--- src/logic/pss_regs.svh ---
// Timing and field constants for the power state sequencer
`ifndef PSS_REGS_SVH
`define PSS_REGS_SVH
// Beacon interval, in cycles of the low power tick, or in reference clock cycles while that clock is absent
`define PSS_BEACON_TICKS_DEF   16'h0064
// Beacon receive window, in reference clock cycles
`define PSS_BEACON_RX_DEF      16'h0100
// Low power clock presence: cycles without an edge before it is lost
`define PSS_LPCLK_TIMEOUT_DEF  16'h0800
// Start-up sequence length in reference clock cycles
`define PSS_STARTUP_DEF        16'h0040
`define PSS_CNT_W              16
`define PSS_CNT_ONE            16'h0001
`define PSS_CNT_ZERO           16'h0000
`endif

--- src/logic/pss_pkg.sv ---
// Types shared by the power state sequencer files
`default_nettype none
package pss_pkg;
  typedef enum logic [6:0] {
    ST_RESET   = 7'h01,
    ST_STARTUP = 7'h02,
    ST_LISTEN  = 7'h04,
    ST_SLEEP   = 7'h08,
    ST_SLP_XO  = 7'h10,
    ST_SNOOZE  = 7'h20,
    ST_SHUTDN  = 7'h40
  } pwr_state_t;
endpackage
`default_nettype wire

--- src/logic/lp_clock_sense.sv ---
// Synchroniser and presence detector for the low power clock pin
`timescale 1ns/1ns
`default_nettype none
`include "pss_regs.svh"
module lp_clock_sense #(
  parameter logic [15:0] TIMEOUT = `PSS_LPCLK_TIMEOUT_DEF
) (
  // Clock and reset
  input  wire logic ref_clk,
  input  wire logic rst_b,
  // Pin and results
  input  wire logic low_power_clock_in,
  output logic      lp_tick,
  output logic      lp_present
);
  typedef struct packed {
    logic [2:0]  sync;
    logic [15:0] idle;
    logic        tick;
    logic        lvl;
    logic        present;
  } sense_t;
  sense_t s_q, s_d;

  // Three stage sync; the level moves once stages two and three agree,
  // so a sample caught mid-transition is never taken as an edge
  always_comb begin
    s_d = s_q;
    s_d.sync = {s_q.sync[1:0], low_power_clock_in};
    if (s_q.sync[1] == s_q.sync[2]) begin
      s_d.lvl = s_q.sync[2];
    end
    s_d.tick = s_d.lvl & ~s_q.lvl;
    if (s_d.tick) begin
      s_d.idle    = `PSS_CNT_ZERO;
      s_d.present = 1'h1;
    end else if (s_q.idle == TIMEOUT) begin
      s_d.present = 1'h0; // No edge for too long: clock absent
    end else begin
      s_d.idle = s_q.idle + `PSS_CNT_ONE;
    end
  end

  always_ff @(posedge ref_clk) begin
    if (!rst_b) begin
      s_q <= '0;
    end else begin
      s_q <= s_d;
    end
  end

  assign lp_tick    = s_q.tick;
  assign lp_present = s_q.present;
endmodule
`default_nettype wire

--- src/logic/power_state_sequencer.sv ---
// Power state sequencer: listen, sleep variants, shutdown and reset
// Notes on behaviour
// - Power save off, no traffic: remain in listen.
// - Power save on: enter low power, wake periodically for beacons.
// - Low power clock present: use sleep, crystal and host interface off.
// - No low power clock or crystal required: sleep with crystal on.
// - No low power clock: snooze allowed, crystal always on.
// - Unassociated: low power only if idle and wake request low.
// - Shutdown left while the reset pin is low; full start-up sequence follows its rise.
`timescale 1ns/1ns
`default_nettype none
`include "pss_regs.svh"
module power_state_sequencer #(
  parameter logic [15:0] BEACON_TICKS = `PSS_BEACON_TICKS_DEF,
  parameter logic [15:0] BEACON_RX    = `PSS_BEACON_RX_DEF,
  parameter logic [15:0] STARTUP      = `PSS_STARTUP_DEF,
  parameter logic [15:0] LP_TIMEOUT   = `PSS_LPCLK_TIMEOUT_DEF
) (
  // Clock and reset (reset is the external reset pin, synchronous)
  input  wire logic ref_clk,
  input  wire logic rst_b,
  // Pins from the host and low power clock
  input  wire logic wake_request_pin,
  input  wire logic low_power_clock_in,
  // Firmware controls
  input  wire logic power_save_en,
  input  wire logic keep_crystal_on,
  input  wire logic prefer_snooze,
  input  wire logic associated,
  input  wire logic traffic_busy,
  input  wire logic tasks_pending,
  input  wire logic shutdown_req,
  // Power controls and status
  output logic      crystal_oscillator_en,
  output logic      host_if_en,
  output logic      core_power_en,
  output logic      beacon_rx,
  output logic      startup_busy,
  output logic[6:0] power_state
);
  typedef struct packed {
    pss_pkg::pwr_state_t st;
    logic [2:0]          wake_sync;
    logic                wake_lvl;
    logic [15:0]         cnt;
    logic                rx;
    logic                xo;
    logic                hif;
    logic                core;
    logic                boot;
  } seq_t;
  seq_t q, d;

  logic        lp_tick;
  logic        lp_present;
  logic        wake_hi;
  logic        rest_quiet;
  logic        rest_unassoc_ok;
  logic        may_rest;
  logic        rest_count;
  logic        beacon_due;
  logic        window_open;
  logic        startup_done;
  logic [15:0] cnt_inc;

  lp_clock_sense #(.TIMEOUT(LP_TIMEOUT)) u_sense (
    .ref_clk            (ref_clk),
    .rst_b              (rst_b),
    .low_power_clock_in (low_power_clock_in),
    .lp_tick            (lp_tick),
    .lp_present         (lp_present)
  );

  // Filtered wake level, updated in the next-state process
  assign wake_hi = q.wake_lvl;

  // Nothing in flight and the host is not asking for the interface
  assign rest_quiet = power_save_en & ~traffic_busy & ~wake_hi;

  // Unassociated rest also needs an empty task list
  assign rest_unassoc_ok = associated | ~tasks_pending;
  assign may_rest        = rest_quiet & rest_unassoc_ok;

  // Rest timing runs on the low power tick when the slow clock is there;
  // without it the reference clock counts, which costs power but still
  // brings the device back for every beacon
  assign rest_count = lp_tick | ~lp_present;
  assign beacon_due = (q.cnt == BEACON_TICKS);

  // Beacon receive window and start-up length, both in reference cycles
  assign window_open  = q.rx && (q.cnt != BEACON_RX);
  assign startup_done = (q.cnt == STARTUP);

  // Shared counter step; every count is cleared long before it wraps
  assign cnt_inc = q.cnt + `PSS_CNT_ONE;

  // Pick the low power variant for the current clock situation
  function automatic pss_pkg::pwr_state_t pick_rest(input logic lp_ok,
                                                    input logic keep_xo,
                                                    input logic snz);
    if (lp_ok && !keep_xo) begin
      pick_rest = pss_pkg::ST_SLEEP;
    end else if (!lp_ok && snz) begin
      pick_rest = pss_pkg::ST_SNOOZE;
    end else begin
      pick_rest = pss_pkg::ST_SLP_XO;
    end
  endfunction

  // Core domain is up in every state but reset and shutdown
  function automatic logic core_on(input pss_pkg::pwr_state_t s);
    core_on = (s != pss_pkg::ST_SHUTDN) && (s != pss_pkg::ST_RESET);
  endfunction

  // Crystal runs wherever the core does, except in full sleep
  function automatic logic xo_on(input pss_pkg::pwr_state_t s);
    xo_on = core_on(s) && (s != pss_pkg::ST_SLEEP);
  endfunction

  // Host interface is powered only while listening
  function automatic logic hif_on(input pss_pkg::pwr_state_t s);
    hif_on = (s == pss_pkg::ST_LISTEN);
  endfunction

  // Next state; the low power tick paces beacons when it is present,
  // otherwise the reference clock counts so wake-ups still happen
  always_comb begin
    d = q;
    d.wake_sync = {q.wake_sync[1:0], wake_request_pin};
    // Wake level moves only once stages two and three agree, so a
    // sample caught mid-transition cannot flicker the state machine
    if (q.wake_sync[1] == q.wake_sync[2]) begin
      d.wake_lvl = q.wake_sync[2];
    end
    case (q.st)
      // Reset pin has just risen: begin the full start-up sequence
      pss_pkg::ST_RESET: begin
        d.st  = pss_pkg::ST_STARTUP;
        d.cnt = `PSS_CNT_ZERO;
      end

      // Start-up runs its whole length before the host can talk
      pss_pkg::ST_STARTUP: begin
        if (startup_done) begin
          d.st  = pss_pkg::ST_LISTEN;
          d.cnt = `PSS_CNT_ZERO;
        end else begin
          d.cnt = cnt_inc;
        end
      end

      // Listen: shutdown first, then the beacon window, then a rest
      pss_pkg::ST_LISTEN: begin
        if (shutdown_req && !wake_hi) begin
          d.st = pss_pkg::ST_SHUTDN;
        end else if (!power_save_en) begin
          d.rx  = 1'h0;
          d.cnt = `PSS_CNT_ZERO;
        end else if (window_open) begin
          d.cnt = cnt_inc;             // Beacon window still open
        end else if (may_rest) begin
          d.st  = pick_rest(lp_present, keep_crystal_on, prefer_snooze);
          d.rx  = 1'h0;
          d.cnt = `PSS_CNT_ZERO;
        end else begin
          d.rx = 1'h0;
        end
      end

      // Rest states: a host wake wins over the beacon timer
      pss_pkg::ST_SLEEP, pss_pkg::ST_SLP_XO, pss_pkg::ST_SNOOZE: begin
        if (wake_hi) begin
          d.st  = pss_pkg::ST_LISTEN;  // Host wake
          d.cnt = `PSS_CNT_ZERO;
        end else if (q.st == pss_pkg::ST_SLEEP && !lp_present) begin
          d.st = pss_pkg::ST_SLP_XO;   // Lost the slow clock
        end else if (beacon_due) begin
          d.st  = pss_pkg::ST_LISTEN;  // Beacon due
          d.rx  = 1'h1;
          d.cnt = `PSS_CNT_ZERO;
        end else if (rest_count) begin
          d.cnt = cnt_inc;
        end
      end

      // Shutdown is left only through the reset pin
      pss_pkg::ST_SHUTDN: begin
        d.st = pss_pkg::ST_SHUTDN;
      end

      // A corrupted state code restarts from reset
      default: begin
        d.st = pss_pkg::ST_RESET;
      end
    endcase
    // Power rails follow the next state
    d.core = core_on(d.st);
    d.xo   = xo_on(d.st);
    d.hif  = hif_on(d.st);
    d.boot = (d.st == pss_pkg::ST_STARTUP);
  end

  // Synchronous reset holds everything still while the pin is low
  always_ff @(posedge ref_clk) begin
    if (!rst_b) begin
      q    <= '0;
      q.st <= pss_pkg::ST_RESET;
    end else begin
      q <= d;
    end
  end

  // Rail enables come straight from their flops, no logic after them
  assign crystal_oscillator_en = q.xo;
  assign host_if_en            = q.hif;
  assign core_power_en         = q.core;

  // Status outputs, also direct register fields
  assign beacon_rx             = q.rx;
  assign startup_busy          = q.boot;
  assign power_state           = q.st;
endmodule
`default_nettype wire

--- config.mk ---
export PLATFORM = sky130hd
export DESIGN_NAME = power_state_sequencer
export DESIGN_NICKNAME = d
export VERILOG_FILES = /design/src/logic/pss_pkg.sv /design/src/logic/lp_clock_sense.sv /design/src/logic/power_state_sequencer.sv
export VERILOG_INCLUDE_DIRS = /design/src /design/src/logic
export SDC_FILE = /design/constraint.sdc
export NUM_CORES = 1
export LEC_CHECK = 0
export CAP_MARGIN = 25
export CELL_PAD_IN_SITES_DETAIL_PLACEMENT = 2
export CELL_PAD_IN_SITES_GLOBAL_PLACEMENT = 2
export CORE_MARGIN = 1.5
export CORE_UTILIZATION = 38
export DETAILED_ROUTE_END_ITERATION = 7
export DONT_BUFFER_PORTS = 1
export PLACE_DENSITY_LB_ADDON = 0.1
export SLEW_MARGIN = 20
export SYNTH_ARGS = -nofsm -noshare
export SYNTH_HDL_FRONTEND = slang
export SYNTH_SLANG_ARGS = --single-unit
--- constraint.sdc ---
create_clock -name ref_clk -period 3.8 [get_ports ref_clk]
set_input_delay 0.95 -clock ref_clk [delete_from_list [all_inputs] [get_ports ref_clk]]
set_output_delay 0.95 -clock ref_clk [all_outputs]
set_load 0.02 [all_outputs]
==> summary.md <==
| Metric | Value |
|---|---|
| Critical Path, Cell by Cell | xor2_1, o211ai_1, a211oi_1, nor3b_1, buf_4, or2_1, o21ai_2, a21oi_1 |
| CTS root buffer | clkbuf_8 |
| 1st-iter DRT viols | 54 |
| Adder-cell area share of the yosys netlist | 0.0219 |
| Non-filler instance count after layout | 432 |
| Seq/Total Area, Yosys | 0.386 |
| Die span in x | 88.8 um |
| Xor/xnor share of the synthesized area | 0.0657 |
| Core Rows | 31 |
| Most frequent cells in the layout | 54 x dfxtp_1, 41 x nor2_1, 29 x nand2_1 |
| Fillcell total | 841 |
| CTS tree | yes |
| Fin nets | 347 |
| Relative slew slack | 0.567 |
| Via density | 5.50 |
| Number of synthesized register bits | 54 |
| Slowest-stage cell, CP | dfxtp_1 |
| Complex-gate fraction of the synthesized area | 0.165 |
| Max incr delay on CP | 0.68 ns |
| Commonest non-fill, non-tap cell in the layout | dfxtp_1 |
| Final Worst Setup Slack | 0.651 ns |
| Worst Skew | 0.00712 ns |
| WP data arrival | 3.40 ns |
| Initial antenna violation count | 0 |
| Die ar. | 0.00789 mm^2 |
| Die Y | 88.8 um |
| Pwr per Cell Area | 383 mW/mm^2 |
| EDFF count, synth | 0 |
| Max Fclk | 318 MHz |
| Multi-input gate area | 0.00153 mm^2 |
| PortBufs | 0 |
| H-Tree Depth | 2 |
| Post-Syn Instances | 343 |
| First-pass GRT wire length | 12100 um |
| Worst Tran Pin Value | 0.650 ns |
| Final period util | 0.829 |
| Critical Path Sink Type | flip-flop |
| Run status | completed |
| Initial DRT Pass Iterations | 4 |
| TritonCTS buffer count | 5 |
| Crit path kind | reg -> reg |
| Gr usage total | 0.198 |
| Final wirelength | 7310 um |
| CTS Buffer Depth | 2 |
| Distinct cell type count of the synthesized netlist | 56 |
| DR DRC count | 0 |
| RePlAce Congestion | 0.748 |
| Register area | 0.00108 mm^2 |
| Initial core utilization | 0.390 |
| Clock Pin Slew Worst Setup and Hold Paths | 0.11 ns |
| Worst Setup Start Kind | flip-flop |
| RSZ-0062 raised after global routing | false |
| IO Pins | 23 |
| Slew Limit Fails | 0 |
| Vias in the first global route | 2408 |
| Via Count | 2374 |
| HPWL Detailed | 5370 um |
| Main flop type after synthesis | dfxtp_1 |
| Area share of and/or/nand/nor cells after synthesis | 0.292 |
| DRT antenna net count | 0 |
| Placeable Area | 0.00718 mm^2 |
| Clock sink total | 54 |
| Post-CTS Hold Buffers | 0 |
| Worst Hold Class | reg -> reg |
| Maximum VDD drop | 0.000160 V |
| Post-Syn Area | 0.00280 mm^2 |
| Worst path required time | 4.05 ns |
| Largest net degree at the start of global routing | 27 |
| Final setup violation count | 0 |
| Area grow syn2layout | 5.01% |
| Total global routing overflow | 0 |
| CP max FO | 18 |
| Setup WS pre-CTS | 0.676 ns |
| Period minus WS final | 3.15 ns |
| Mux cell area share after synthesis | 0.00358 |
| Hold Fails Final Rpt | 0 |
| Setup TNS | 0 ns |
| Post-Syn Area per Cell | 8.16 um^2 |
| Layout cells sized above 1 | 0.0631 |
| Pleak | 0.992 nW |
| Placed Cells incl. Taps | 424 |
| Post-Syn Nets | 358 |
| Ant. Diodes | 0 |
| Post-CTS setup buffer count | 0 |
| Wire per inst | 16.9 um |
| Clk_lat worst skew | 0.31 ns |
| Synthesis Warnings | 0 |
| Maxcap violations | 0 |
| # resized after CTS | 0 |
| Largest family of logic cells by synthesized area | simple AND/OR/NAND/NOR gates |
| FFs w/ async S/R, synth | 0 |
cell type report:
type                       instances  area share
timing repair buffer               4      0.0102
clock inverter                     3      0.0162
tap                               99      0.0422
clock buffer                       5      0.0234
inverter                          14      0.0179
sequential                        54       0.368
multi-input combinational        253       0.522
final timing paths:
kind	startpoint	to	slack, ns	depth (start not counted)
setup / recovery	power_state[4]	q[17]	0.65	8
hold / removal	u_sense.s_d[20]	u_sense.s_d[21]	0.45	1
setup reg to reg	power_state[4]	q[17]	0.65	8
hold reg to reg	u_sense.s_d[20]	u_sense.s_d[21]	0.45	1
power breakdown:
part	switching (W)	leakage, nW	internal [W]
registers	0.0000244	0.438	0.000581
logic	0.0000712	0.495	0.0000426
clock network	0.000205	0.0587	0.000200
per-layer routing:
layer / track usage / share of wire
met1: 0.257 / 0.46
met2: 0.341 / 0.51
met3: 0.0354 / 0.021
met4: 0.0469 / 0.0092
met5: 0 / 0
Yosys cell counts, types with 2 or more instances:
library cell | n | area (um^2)
a21oi_1 | 17 | 85.1
buf_1 | 2 | 7.51
and3_1 | 4 | 25.0
ha_1 | 4 | 50.1
buf_2 | 2 | 10.0
nor4_1 | 6 | 37.5
nor3_1 | 17 | 85.1
o221a_2 | 2 | 22.5
nor3b_1 | 3 | 22.5
and4_1 | 2 | 17.5
or4_1 | 2 | 15.0
a211oi_1 | 3 | 22.5
xnor2_1 | 12 | 105
a21boi_1 | 2 | 15.0
o21ai_0 | 14 | 70.1
nand4_1 | 7 | 43.8
nor2b_1 | 7 | 43.8
nand2b_1 | 3 | 18.8
inv_1 | 14 | 52.6
or3_1 | 8 | 50.1
nor4b_1 | 2 | 17.5
o211ai_1 | 2 | 15.0
buf_6 | 2 | 22.5
a21boi_0 | 3 | 22.5
dfxtp_1 | 54 | 1080
and2_1 | 9 | 56.3
nor2_1 | 41 | 154
nand3b_1 | 2 | 15.0
nand2_1 | 29 | 109
xor2_1 | 9 | 78.8
o21a_1 | 6 | 45.0
buf_4 | 8 | 60.1
clkbuf_1 | 8 | 30.0
nand3_1 | 15 | 75.1
worst max-delay path, delay by kind of cell (launching register included):
family	cells	cell delay, ns
AO/OA/AOI/OAI	4	1.23
XOR/XNOR	1	0.23
buffers and inverters	1	0.18
flip-flops	1	0.68
AND/OR/NAND/NOR	2	0.79
state kept, by name, summed over array words and instances (netlist names):
name / flops
beacon_rx: 1
core_power_en: 1
crystal_oscillator_en: 1
d: 2
host_if_en: 1
power_state: 7
q: 17
startup_busy: 1
u_sense.lp_present: 1
u_sense.lp_tick: 1
u_sense.s_d: 2
u_sense.s_q: 18
wake_hi: 1
kinds of logic after synthesis:
family	count (synthesis)
AOI/OAI and AO/OA	65
buffers and inverters	36
DFF	54
and+or+nand+nor	161
muxes	1
xor gates and xnor gates	21
adders and majority gates	5
metrics by stage:
step           utilization  power, W  hold slack (ns)  cell area [um^2]
2_1_floorplan            -  0.000714            0.412              2800
5_1_grt              0.409   0.00118            0.463              2940
3_5_place_dp         0.393  0.000734            0.428              2820
3_3_place_gp         0.393  0.000728            0.414              2820
6_report             0.409   0.00112            0.447              2940
4_1_cts              0.409   0.00115            0.454              2940
No activity file was read; power rests on OpenSTA's default activity.
